### src/core/bdc_pkg.sv
// package for the batch dosing controller: register map, fields, timing
// assumes a 20 MHz system clock and a classic wishbone register bus
package bdc_pkg;
  // ==========================================================================
  // clock and timing
  localparam int unsigned CLK_HZ        = 20000000;
  localparam int unsigned KEY_HOLD_MS   = 2000;
  localparam int unsigned PULSE_MIN_MS  = 500;
  localparam int unsigned PULSE_MAX_MS  = 4000;
  localparam int unsigned RESET_MIN_MS  = 5000;
  localparam int unsigned TMO_MIN_DS    = 5;
  localparam int unsigned TMO_MAX_DS    = 100;
  localparam int unsigned MS_CYC        = CLK_HZ / 1000;
  // ==========================================================================
  // register byte offsets
  localparam logic [7:0] ADDR_CTRL   = 8'h00;
  localparam logic [7:0] ADDR_QTY    = 8'h04;
  localparam logic [7:0] ADDR_CORR   = 8'h08;
  localparam logic [7:0] ADDR_UNIT   = 8'h0c;
  localparam logic [7:0] ADDR_TMO    = 8'h10;
  localparam logic [7:0] ADDR_STAT   = 8'h14;
  localparam logic [7:0] ADDR_IRQ    = 8'h18;
  localparam logic [7:0] ADDR_MASK   = 8'h1c;
  localparam logic [7:0] ADDR_COUNT  = 8'h20;
  localparam logic [7:0] ADDR_PCT    = 8'h24;
  // ==========================================================================
  // fields and values
  localparam int unsigned CTRL_EN_BIT   = 0;
  localparam logic [16:0] QTY_MAX       = 17'h1869f;
  localparam logic [16:0] QTY_RST       = 17'h00000;
  localparam logic [16:0] CORR_RST      = 17'h00000;
  localparam logic [2:0]  UNIT_RST      = 3'h1;
  localparam logic [6:0]  TMO_RST       = 7'h05;
  localparam int unsigned IRQ_W         = 4;
  localparam int unsigned IRQ_TMO       = 0;
  localparam int unsigned IRQ_DONE      = 1;
  localparam int unsigned IRQ_WARN      = 2;
  localparam int unsigned IRQ_IGN       = 3;

  typedef enum logic [2:0] {UNIT_ML, UNIT_L, UNIT_M3, UNIT_GALUS, UNIT_GALUK,
                            UNIT_BARREL, UNIT_USER} bdc_unit_t;
  typedef enum {ST_OFF, ST_STOP, ST_RUN, ST_DONE} bdc_state_t;
  typedef enum logic [1:0] {CMD_NONE, CMD_STARTSTOP, CMD_RESET} bdc_cmd_t;

  typedef struct packed {
    logic        cyc;
    logic        stb;
    logic        we;
    logic [7:0]  adr;
    logic [3:0]  sel;
    logic [31:0] dat;
  } bdc_wb_req_t;

  typedef struct packed {
    logic start;
    logic stop;
    logic reset;
  } bdc_keys_t;
endpackage : bdc_pkg

### src/core/bdc_hold_key.sv
// long-press detector: one pulse when a key held long enough is released
// assumes the key input is already synchronised to clk_i
`timescale 1ns/1ps
module bdc_hold_key
  import bdc_pkg::*;
#(
  parameter int unsigned HOLD_CYC = KEY_HOLD_MS * MS_CYC
)(
  input  wire logic clk_i,
  input  wire logic rst_i,
  input  wire logic key_i,
  output logic      fire_o
);
  if (HOLD_CYC < 1)
  begin : g_bad_hold
    $error("hold count must be at least one");
  end
  logic [31:0] cnt_reg;
  logic        key_d_reg;
  // ==========================================================================
  // hold counter saturates so a very long press still fires
  always_ff @(posedge clk_i)
  begin
    if (rst_i)
    begin
      cnt_reg   <= 32'h0;
      key_d_reg <= 1'b0;
      fire_o    <= 1'b0;
    end
    else
    begin
      key_d_reg <= key_i;
      fire_o    <= key_d_reg && !key_i && (cnt_reg >= HOLD_CYC);
      if (!key_i)
        cnt_reg <= 32'h0;
      else if (cnt_reg < HOLD_CYC)
        cnt_reg <= cnt_reg + 32'h1;
    end
  end

  AST_SHORT_IGNORED: assert property (@(posedge clk_i) disable iff (rst_i)
    fire_o |-> $past(cnt_reg, 1) >= HOLD_CYC)
    else $error("key fired after a short press");
endmodule : bdc_hold_key

### src/core/bdc_pulse_meas.sv
// measures high time of the synchronised control line, classifies on release
// assumes ctl_i passed a two-flop synchroniser in the parent
`timescale 1ns/1ps
module bdc_pulse_meas
  import bdc_pkg::*;
#(
  parameter int unsigned MIN_CYC = PULSE_MIN_MS * MS_CYC,
  parameter int unsigned MAX_CYC = PULSE_MAX_MS * MS_CYC,
  parameter int unsigned RST_CYC = RESET_MIN_MS * MS_CYC
)(
  input  wire logic clk_i,
  input  wire logic rst_i,
  input  wire logic ctl_i,
  output bdc_cmd_t  cmd_o
);
  if (!(MIN_CYC < MAX_CYC && MAX_CYC < RST_CYC))
  begin : g_bad_windows
    $error("bad pulse windows");
  end
  logic [31:0] cnt_reg;
  logic        ctl_d_reg;
  // ==========================================================================
  // strict bounds at both ends; the gap 4..5 s yields nothing
  always_ff @(posedge clk_i)
  begin
    if (rst_i)
    begin
      cnt_reg   <= 32'h0;
      ctl_d_reg <= 1'b0;
      cmd_o     <= CMD_NONE;
    end
    else
    begin
      ctl_d_reg <= ctl_i;
      cmd_o     <= CMD_NONE;
      if (ctl_d_reg && !ctl_i)
      begin
        if (cnt_reg > MIN_CYC && cnt_reg < MAX_CYC)
          cmd_o <= CMD_STARTSTOP;
        else if (cnt_reg > RST_CYC)
          cmd_o <= CMD_RESET;
      end
      if (!ctl_i)
        cnt_reg <= 32'h0;
      else if (cnt_reg <= RST_CYC)
        cnt_reg <= cnt_reg + 32'h1;
    end
  end

  AST_PULSE_WINDOW: assert property (@(posedge clk_i) disable iff (rst_i)
    cmd_o == CMD_STARTSTOP |-> $past(cnt_reg, 1) > MIN_CYC)
    else $error("start/stop from too short pulse");
endmodule : bdc_pulse_meas

### src/core/bdc_top.sv
// batch dosing controller: run state, dosing counter, wishbone registers
// assumes flow pulses and keys arrive from other clock domains; single clk_i
// Functional notes
// - when enabled, second line is dosing output, first line is control input
// - on disable both lines deactivated, free for other functions afterwards
// - softkey fires only after a hold of two seconds then release
// - start from key or 0.5..4 s control pulse, only when stopped or done
// - running: stop key or 0.5..4 s pulse stops or pauses
// - stopped or done: reset key or >5 s pulse restores the preset
// - on start dosing output goes high; counter counts down with flow
// - restart after pause resumes from the remaining quantity
// - quantity kept in tenths, limited to 9999.9
// - unit selector: ml, l, m3, gal us, gal uk, barrel, user
// - counter stops at negated correction so dispensed equals preset plus it
// - preset plus correction not above zero: warn, force correction
// - zero flow for the timeout during a run raises timeout status
// - timeout configurable 0.5 s to 10 s
// - progress percentage computed, including overfill above hundred
//
// Local design decisions: the register addresses and the Wishbone interface to the registers.
`timescale 1ns/1ps
module bdc_top
  import bdc_pkg::*;
#(
  parameter int unsigned KEY_CYC   = KEY_HOLD_MS * MS_CYC,
  parameter int unsigned PMIN_CYC  = PULSE_MIN_MS * MS_CYC,
  parameter int unsigned PMAX_CYC  = PULSE_MAX_MS * MS_CYC,
  parameter int unsigned PRST_CYC  = RESET_MIN_MS * MS_CYC,
  parameter int unsigned DS_CYC    = CLK_HZ / 10
)(
  input  wire logic        clk_i,
  input  wire logic        rst_i,
  input  wire logic        wb_cyc_i,
  input  wire logic        wb_stb_i,
  input  wire logic        wb_we_i,
  input  wire logic [7:0]  wb_adr_i,
  input  wire logic [3:0]  wb_sel_i,
  input  wire logic [31:0] wb_dat_i,
  output logic      [31:0] wb_dat_o,
  output logic             wb_ack_o,
  input  wire logic        key_start_i,
  input  wire logic        key_stop_i,
  input  wire logic        key_reset_i,
  input  wire logic        first_output_line_i,
  output logic             first_output_line_o,
  output logic             first_output_line_oe_o,
  output logic             second_output_line_o,
  output logic             second_output_line_oe_o,
  input  wire logic        flow_tick_i,
  output logic             irq_o
);
  if (DS_CYC < 1)
  begin : g_bad_ds
    $error("tenth-second count must be at least one");
  end
  // ==========================================================================
  // synchronisers, first stage read only by the second
  logic [4:0] s1_reg;
  logic [4:0] s2_reg;
  logic       flow_d_reg;
  always_ff @(posedge clk_i)
  begin
    if (rst_i)
    begin
      s1_reg <= 5'h0;
      s2_reg <= 5'h0;
      flow_d_reg <= 1'b0;
    end
    else
    begin
      s1_reg <= {flow_tick_i, first_output_line_i, key_reset_i, key_stop_i, key_start_i};
      s2_reg <= s1_reg;
      flow_d_reg <= s2_reg[4];
    end
  end
  wire logic flow_pulse = s2_reg[4] && !flow_d_reg;

  // ==========================================================================
  // registers
  logic               en_reg;
  logic signed [17:0] qty_reg;
  logic signed [17:0] corr_reg;
  bdc_unit_t          unit_reg;
  logic [6:0]         tmo_reg;
  logic signed [18:0] count_reg;
  logic [IRQ_W-1:0]   irq_stat_reg;
  logic [IRQ_W-1:0]   irq_mask_reg;
  logic [31:0]        pct_reg;
  bdc_state_t         state_reg;
  bdc_keys_t          key_fire;
  bdc_cmd_t           ctl_cmd;

  genvar g;
  generate
    for (g = 0; g < 3; g++)
    begin : g_key
      bdc_hold_key #(.HOLD_CYC(KEY_CYC)) u_key (
        .clk_i  (clk_i),
        .rst_i  (rst_i),
        .key_i  (s2_reg[g] && en_reg),
        .fire_o (key_fire[2-g])
      );
    end
  endgenerate

  bdc_pulse_meas #(.MIN_CYC(PMIN_CYC), .MAX_CYC(PMAX_CYC), .RST_CYC(PRST_CYC)) u_meas (
    .clk_i (clk_i),
    .rst_i (rst_i),
    .ctl_i (s2_reg[3] && en_reg),
    .cmd_o (ctl_cmd)
  );

  // writes land on the edge at which the master samples ack
  function automatic logic hit(input logic [7:0] a);
    hit = wb_cyc_i && wb_stb_i && wb_ack_o && wb_adr_i == a;
  endfunction : hit
  wire logic wr = wb_we_i && wb_sel_i[0];

  // stop point: negated correction
  wire logic signed [18:0] stop_pt = -19'(corr_reg);
  wire logic go    = (state_reg == ST_STOP || state_reg == ST_DONE)
                     && (key_fire.start || ctl_cmd == CMD_STARTSTOP);
  wire logic halt  = state_reg == ST_RUN
                     && (key_fire.stop || ctl_cmd == CMD_STARTSTOP);
  wire logic rst_q = (state_reg == ST_STOP || state_reg == ST_DONE)
                     && (key_fire.reset || ctl_cmd == CMD_RESET);
  wire logic reach = state_reg == ST_RUN && flow_pulse && count_reg - 19'sd1 <= stop_pt;
  wire logic bad_sum = 19'(qty_reg) + 19'(corr_reg) <= 19'sd0;
  wire logic ign   = ctl_cmd != CMD_NONE && !go && !halt && !rst_q;

  // ==========================================================================
  // run state
  always_ff @(posedge clk_i)
  begin
    if (rst_i)
      state_reg <= ST_OFF;
    else if (!en_reg)
      state_reg <= ST_OFF;
    else if (state_reg == ST_OFF)
      state_reg <= ST_STOP;
    else if (go)
      state_reg <= ST_RUN;
    else if (halt)
      state_reg <= ST_STOP;
    else if (reach)
      state_reg <= ST_DONE;
  end

  // pin roles fixed by enable; disabled lines are released
  always_ff @(posedge clk_i)
  begin
    if (rst_i)
    begin
      first_output_line_o     <= 1'b0;
      first_output_line_oe_o  <= 1'b0;
      second_output_line_o    <= 1'b0;
      second_output_line_oe_o <= 1'b0;
    end
    else
    begin
      first_output_line_o     <= 1'b0;
      first_output_line_oe_o  <= 1'b0;
      second_output_line_oe_o <= en_reg;
      second_output_line_o    <= en_reg && (go || (state_reg == ST_RUN && !halt && !reach));
    end
  end

  // ==========================================================================
  // dosing counter, tenths of a unit
  always_ff @(posedge clk_i)
  begin
    if (rst_i)
      count_reg <= 19'sd0;
    else if (state_reg == ST_OFF || rst_q)
      count_reg <= 19'(qty_reg);
    else if (state_reg == ST_RUN && flow_pulse && !reach)
      count_reg <= count_reg - 19'sd1;
    else if (reach)
      count_reg <= stop_pt;
  end

  // progress: dispensed over target, can exceed 100
  logic signed [18:0] done_amt;
  logic signed [18:0] tgt;
  assign done_amt = 19'(qty_reg) - count_reg;
  assign tgt      = 19'(qty_reg) + 19'(corr_reg);
  always_ff @(posedge clk_i)
  begin
    if (rst_i)
      pct_reg <= 32'h0;
    else if (tgt > 19'sd0 && done_amt >= 19'sd0)
      pct_reg <= 32'((32'(done_amt) * 32'd100) / 32'(tgt));
    else
      pct_reg <= 32'h0;
  end

  // ==========================================================================
  // no-flow timeout, counted in tenths of a second
  logic [31:0] ds_cnt_reg;
  logic [6:0]  idle_reg;
  wire logic   ds_tick = ds_cnt_reg >= DS_CYC - 1;
  always_ff @(posedge clk_i)
  begin
    if (rst_i || state_reg != ST_RUN || flow_pulse)
    begin
      ds_cnt_reg <= 32'h0;
      idle_reg   <= 7'h0;
    end
    else if (ds_tick)
    begin
      ds_cnt_reg <= 32'h0;
      if (idle_reg < tmo_reg)
        idle_reg <= idle_reg + 7'h1;
    end
    else
      ds_cnt_reg <= ds_cnt_reg + 32'h1;
  end
  wire logic tmo_ev = state_reg == ST_RUN && ds_tick && !flow_pulse
                      && idle_reg + 7'h1 == tmo_reg;

  // ==========================================================================
  // configuration registers
  logic [16:0] wq;
  // clamp on the whole word so large values do not wrap below the limit
  assign wq = wb_dat_i > 32'(QTY_MAX) ? QTY_MAX : wb_dat_i[16:0];
  always_ff @(posedge clk_i)
  begin
    if (rst_i)
    begin
      en_reg   <= 1'b0;
      qty_reg  <= 18'(QTY_RST);
      unit_reg <= bdc_unit_t'(UNIT_RST);
      tmo_reg  <= TMO_RST;
    end
    else if (wr)
    begin
      if (hit(ADDR_CTRL))
        en_reg <= wb_dat_i[CTRL_EN_BIT];
      if (hit(ADDR_QTY))
        qty_reg <= {1'b0, wq};
      if (hit(ADDR_UNIT) && wb_dat_i[2:0] != 3'h7)
        unit_reg <= bdc_unit_t'(wb_dat_i[2:0]);
      if (hit(ADDR_TMO))
        tmo_reg <= wb_dat_i < 32'(TMO_MIN_DS) ? 7'(TMO_MIN_DS)
                 : wb_dat_i > 32'(TMO_MAX_DS) ? 7'(TMO_MAX_DS) : wb_dat_i[6:0];
    end
  end

  // correction forced to 0.1 - quantity whenever the sum is not positive
  always_ff @(posedge clk_i)
  begin
    if (rst_i)
      corr_reg <= 18'(CORR_RST);
    else if (wr && hit(ADDR_CORR))
      corr_reg <= wb_dat_i[17:0];
    else if (bad_sum)
      corr_reg <= 18'sd1 - qty_reg;
  end

  // ==========================================================================
  // interrupts: set wins over write-one clear
  logic [IRQ_W-1:0] ev;
  assign ev = {ign, bad_sum, reach, tmo_ev};
  always_ff @(posedge clk_i)
  begin
    if (rst_i)
    begin
      irq_stat_reg <= '0;
      irq_mask_reg <= '0;
      irq_o        <= 1'b0;
    end
    else
    begin
      if (wr && hit(ADDR_IRQ))
        irq_stat_reg <= (irq_stat_reg & ~wb_dat_i[IRQ_W-1:0]) | ev;
      else
        irq_stat_reg <= irq_stat_reg | ev;
      if (wr && hit(ADDR_MASK))
        irq_mask_reg <= wb_dat_i[IRQ_W-1:0];
      irq_o <= |(irq_stat_reg & irq_mask_reg);
    end
  end

  // ==========================================================================
  // wishbone slave: ack one cycle after strobe; unmapped reads zero
  always_ff @(posedge clk_i)
  begin
    if (rst_i)
    begin
      wb_ack_o <= 1'b0;
      wb_dat_o <= 32'h0;
    end
    else
    begin
      wb_ack_o <= wb_cyc_i && wb_stb_i && !wb_ack_o;
      unique case (wb_adr_i)
        ADDR_CTRL:  wb_dat_o <= {30'h0, state_reg == ST_RUN, en_reg};
        ADDR_QTY:   wb_dat_o <= 32'(qty_reg);
        ADDR_CORR:  wb_dat_o <= 32'(corr_reg);
        ADDR_UNIT:  wb_dat_o <= {29'h0, unit_reg};
        ADDR_TMO:   wb_dat_o <= {25'h0, tmo_reg};
        ADDR_STAT:  wb_dat_o <= {30'h0, 2'(state_reg)};
        ADDR_IRQ:   wb_dat_o <= {28'h0, irq_stat_reg};
        ADDR_MASK:  wb_dat_o <= {28'h0, irq_mask_reg};
        ADDR_COUNT: wb_dat_o <= 32'(count_reg);
        ADDR_PCT:   wb_dat_o <= pct_reg;
        default:    wb_dat_o <= 32'h0;
      endcase
    end
  end

  // ==========================================================================
  // checks
  AST_ROLES: assert property (@(posedge clk_i) disable iff (rst_i)
    en_reg |=> second_output_line_oe_o && !first_output_line_oe_o)
    else $error("dosing roles not held");
  AST_OFF: assert property (@(posedge clk_i) disable iff (rst_i)
    !en_reg |=> !second_output_line_oe_o && !second_output_line_o)
    else $error("outputs not deactivated");
  AST_START: assert property (@(posedge clk_i) disable iff (rst_i)
    go && en_reg |=> state_reg == ST_RUN && second_output_line_o)
    else $error("start not taken");
  AST_STOP: assert property (@(posedge clk_i) disable iff (rst_i)
    halt && en_reg |=> state_reg == ST_STOP ##1 !second_output_line_o)
    else $error("stop not taken");
  AST_RESET: assert property (@(posedge clk_i) disable iff (rst_i)
    rst_q && en_reg |=> count_reg == $past(19'(qty_reg)))
    else $error("preset not restored");
  AST_RESUME: assert property (@(posedge clk_i) disable iff (rst_i)
    state_reg == ST_STOP && $past(state_reg) == ST_STOP && !rst_q && en_reg
    |=> count_reg == $past(count_reg))
    else $error("count lost while paused");
  AST_QTY_MAX: assert property (@(posedge clk_i) disable iff (rst_i)
    qty_reg <= 18'(QTY_MAX))
    else $error("quantity over limit");
  AST_DONE: assert property (@(posedge clk_i) disable iff (rst_i)
    reach && en_reg |=> state_reg == ST_DONE && count_reg == $past(stop_pt))
    else $error("stop point missed");
  AST_CORR_FIX: assert property (@(posedge clk_i) disable iff (rst_i)
    bad_sum && !(wr && hit(ADDR_CORR)) |=> irq_stat_reg[IRQ_WARN])
    else $error("warning not raised");
  AST_TMO_RANGE: assert property (@(posedge clk_i) disable iff (rst_i)
    tmo_reg >= 7'(TMO_MIN_DS) && tmo_reg <= 7'(TMO_MAX_DS))
    else $error("timeout out of range");
  AST_TMO_SET: assert property (@(posedge clk_i) disable iff (rst_i)
    tmo_ev |=> irq_stat_reg[IRQ_TMO])
    else $error("timeout flag not set");
  COV_RUN: cover property (@(posedge clk_i) go ##[1:1000] halt);
  COV_DONE: cover property (@(posedge clk_i) reach);
  COV_TMO: cover property (@(posedge clk_i) tmo_ev);
  COV_RST: cover property (@(posedge clk_i) rst_q);
endmodule : bdc_top

### config.mk
export PLATFORM = sky130hd
export DESIGN_NAME = bdc_top
export DESIGN_NICKNAME = d
export VERILOG_FILES = /design/src/core/bdc_pkg.sv /design/src/core/bdc_hold_key.sv /design/src/core/bdc_pulse_meas.sv /design/src/core/bdc_top.sv
export SDC_FILE = /design/constraint.sdc
export NUM_CORES = 2
export LEC_CHECK = 0
export ABC_AREA = 0
export BUFFER_PORTS_ARGS = -buffer_cell sky130_fd_sc_hd__buf_2
export CORE_UTILIZATION = 58
export CTS_BUF_LIST = sky130_fd_sc_hd__clkbuf_16
export DETAILED_ROUTE_END_ITERATION = 8
export PLACE_DENSITY = 0.75
export SYNTH_ARGS = -nofsm -noshare
export SYNTH_HDL_FRONTEND = slang
export SYNTH_HIERARCHICAL = 1
export SYNTH_SLANG_ARGS = --single-unit
### constraint.sdc
create_clock -name clk_i -period 163.9 [get_ports clk_i]
set_input_delay 8.195 -clock clk_i [delete_from_list [all_inputs] [get_ports clk_i]]
set_output_delay 8.195 -clock clk_i [all_outputs]
set_load 0.005 [all_outputs]
==> flow_metrics.env <==
export IMPL_status="finished clean"
export IMPL_syn_cell_area_sq_um=48000
export IMPL_finalHoldViolations=0
export IMPL_avgRoutedWirePerCell_um=19.3
export IMPL_critPathCaptureType="register"
export IMPL_io_buffers=86
export IMPL_setup_tns_ps=0
export IMPL_reg2regPathDepth=414
export IMPL_num_vias=49357
export IMPL_h_tree_depth=2
export IMPL_timing_final_crit_share_pct=65.2
export IMPL_hp_start="pct_reg[24]"
export IMPL_cp_data_required_time_ps=164310
export IMPL_start_util_pct=58.5
export IMPL_floorplan_io_pins=92
export IMPL_synth_edff_count=0
export IMPL_grt_antenna_before_repair=0
export IMPL_final_period_minus_worst_setup_slack_ps=106880
export IMPL_core_region_area_sq_um=82000
export IMPL_crit_fanout=42
export IMPL_setup_reg_to_reg_worst_slack_ps=57020
export IMPL_flow_area_growth_from_synthesis_pct=5.33
export IMPL_proportion_of_synthesized_chip_area_in_sequential_cells_pct=13.8
export IMPL_worst_slew_pin_slew_ps=1320
export IMPL_chipWidth_um=290
export IMPL_antenna_violating_nets_post_route=0
export IMPL_cts_clk_slew_worst_paths_ps=60
export IMPL_synth_warn=6
export IMPL_drt_vias_per_instance=6.52
export IMPL_synth_cells=6515
export IMPL_yosys_register_bits=330
export IMPL_cts_buffers_inserted=36
export IMPL_critical_path_slowest_cell="sky130_fd_sc_hd__o311ai_0"
export IMPL_die_area_sq_um=83800
export IMPL_placed_area_sq_um=49300
export IMPL_cts_root_buf="sky130_fd_sc_hd__clkbuf_16"
export IMPL_worst_ep_arrival_ps=107290
export IMPL_synth_async_sr_flop_share_pct=0
export IMPL_insertion_delay_ps=570
export IMPL_rr_endpoint="pct_reg[0]"
export IMPL_globalplace_congestion=1.01
export IMPL_setup_repair_after_global_routing_missed_its_margin="no"
export IMPL_via_count_of_the_first_global_routing_pass=44164
export IMPL_remaining_drc_errors=0
export IMPL_path_delay_family="compound AO/OA/AOI/OAI gates"
export IMPL_drtIter0Drc=4579
export IMPL_tritoncts_clock_tree="yes"
export IMPL_worst_hold_path_type="register to register"
export IMPL_die_height_um=290
export IMPL_finClkSkew_ps=25.8
export IMPL_antenna_cells=0
export IMPL_number_of_gates_given_a_new_drive_strength_after_cts=0
export IMPL_synth_flop_cell="sky130_fd_sc_hd__dfxtp_1"
export IMPL_hold_path_depth=2
export IMPL_post_cts_buffers=0
export IMPL_cts_sink_count=330
export IMPL_worst_path_buf_inv=23
export IMPL_holdPathEnd="wb_dat_o[24]"
export IMPL_syn_area_per_cell_sq_um=7.36
export IMPL_finalSetupViolCount=0
export IMPL_global_route_wire_length_before_repair_mm=229
export IMPL_reg2reg_from="qty_reg[1]"
export IMPL_drt_total_wl_mm=146
export IMPL_flip_flop_count_of_the_largest_register_after_layout=96
export IMPL_final_layout_size_suffix_gt1_share_pct=7.53
export IMPL_grt_overflow_total=0
export IMPL_core_rowCount=105
export IMPL_synth_distinct_cells=141
export IMPL_grtUsageTotal_pct=33.2
export IMPL_final_max_slew_violation_count=0
export IMPL_place_detailed_hpwl_mm=113
export IMPL_path_class="register to register"
export IMPL_max_slew_margin_rel_pct=11.7
export IMPL_max_clock_path_buffers=3
export IMPL_critical_path_most_common_cell="sky130_fd_sc_hd__o21a_1"
export IMPL_timing_critical_path_slowest_cell_delay_ps=920
export IMPL_max_cap_violations=0
export IMPL_fin_area_sq_um=50500
export IMPL_design_final_nets=7209
export IMPL_grt_max_degree=79
export IMPL_cts_hold_buffers=0
export IMPL_drt_first_pass_iters=8
export IMPL_cp_start_kind="register"
export IMPL_layout_cells_non_filler=7567
export IMPL_placedCellCount=7501
export IMPL_fmaxAchievable_ghz=0.00936
-- kinds of logic (layout without fill, tap and decap cells) --
family	count (synthesis)	count (layout)	synth area share, %
buf+inv	559	529	5.01
other cells	1	13	0.00782
xor+xnor	409	409	7.52
simple gates	2462	2462	25.4
compound gates	1938	1938	27.1
fa+ha+maj	686	686	18.2
flops	330	330	13.8
mux	130	130	2.94
-- cell usage after synthesis (142+ instances only) --
master,count,area share [%]
sky130_fd_sc_hd__nand3_1,175,1.8
sky130_fd_sc_hd__inv_1,310,2.4
sky130_fd_sc_hd__clkbuf_1,170,1.3
sky130_fd_sc_hd__a21o_1,157,2.5
sky130_fd_sc_hd__ha_1,666,17
sky130_fd_sc_hd__or3_1,142,1.9
sky130_fd_sc_hd__xor2_1,183,3.3
sky130_fd_sc_hd__nor3_1,244,2.5
sky130_fd_sc_hd__nor2_1,631,4.9
sky130_fd_sc_hd__dfxtp_1,330,14
sky130_fd_sc_hd__o21ai_0,378,3.9
sky130_fd_sc_hd__o21a_1,192,3.0
sky130_fd_sc_hd__xnor2_1,224,4.1
sky130_fd_sc_hd__a21oi_1,507,5.3
sky130_fd_sc_hd__nand2_1,598,4.7
-- layout by cell type (no fill, tap or decap), types with 142 or more instances in the layout --
cell type                 netlist  final
sky130_fd_sc_hd__a21o_1       157    157
sky130_fd_sc_hd__ha_1         666    666
sky130_fd_sc_hd__dfxtp_1      330    330
sky130_fd_sc_hd__xor2_1       183    179
sky130_fd_sc_hd__nand2_1      598    598
sky130_fd_sc_hd__nor2_1       631    630
sky130_fd_sc_hd__or3_1        142    142
sky130_fd_sc_hd__o21ai_0      378    377
sky130_fd_sc_hd__xnor2_1      224    221
sky130_fd_sc_hd__o21a_1       192    192
sky130_fd_sc_hd__inv_1        310    311
sky130_fd_sc_hd__nor3_1       244    243
sky130_fd_sc_hd__nand3_1      175    175
sky130_fd_sc_hd__a21oi_1      507    505
-- metrics by stage --
stage | hold slack, ps | util [%] | worst slack [ps]
floorplan | 414 | - | 76550
global placement | 422 | 60.1 | 61900
detailed placement | 428 | 60.1 | 60520
CTS | 444 | 61.6 | 59870
global route | 461 | 61.6 | 49940
finish | 442 | 61.6 | 57020
-- layer usage --
layer	GRT usage [%]	vias up	routed length, um	part of all wire, %
met5	0	-	0	0
met4	10.3	0	4550	3.1
met3	4.07	334	12600	8.6
met2	53.0	2029	63600	44
met1	46.3	23076	65300	45
li1	-	23918	-	-
-- worst register-to-register path: cells and delay by family, from the launching register on --
family	cells	cell delay, ps
compound gates	264	65940
fa+ha+maj	37	12020
mux	7	2780
simple gates	82	20300
buf+inv	23	4500
flops	1	620
xor+xnor	1	480
-- worst max-delay path by stage --
stage	startpoint	to	slack (ps)	cells after the start
floorplan	count_reg[1]	pct_reg[0]	76550	438
global placement	qty_reg[1]	pct_reg[0]	61900	414
detailed placement	count_reg[1]	pct_reg[0]	60520	415
CTS	count_reg[1]	pct_reg[0]	59870	415
global route	qty_reg[1]	pct_reg[0]	49940	414
finish	qty_reg[1]	pct_reg[0]	57020	414
-- layout make-up --
type                            count  area, sq um
Fill cell                        7505        31500
Inverter                          312         1180
Clock buffer                       36          901
Multi-Input combinational cell   5638        39200
Sequential cell                   330         6610
Clock inverter                     30          345
Timing Repair Buffer              151          921
Tap cell                         1070         1340
Power is not shown: default switching activity piles up to over one toggle a cycle in this logic, so the estimate is an artifact.
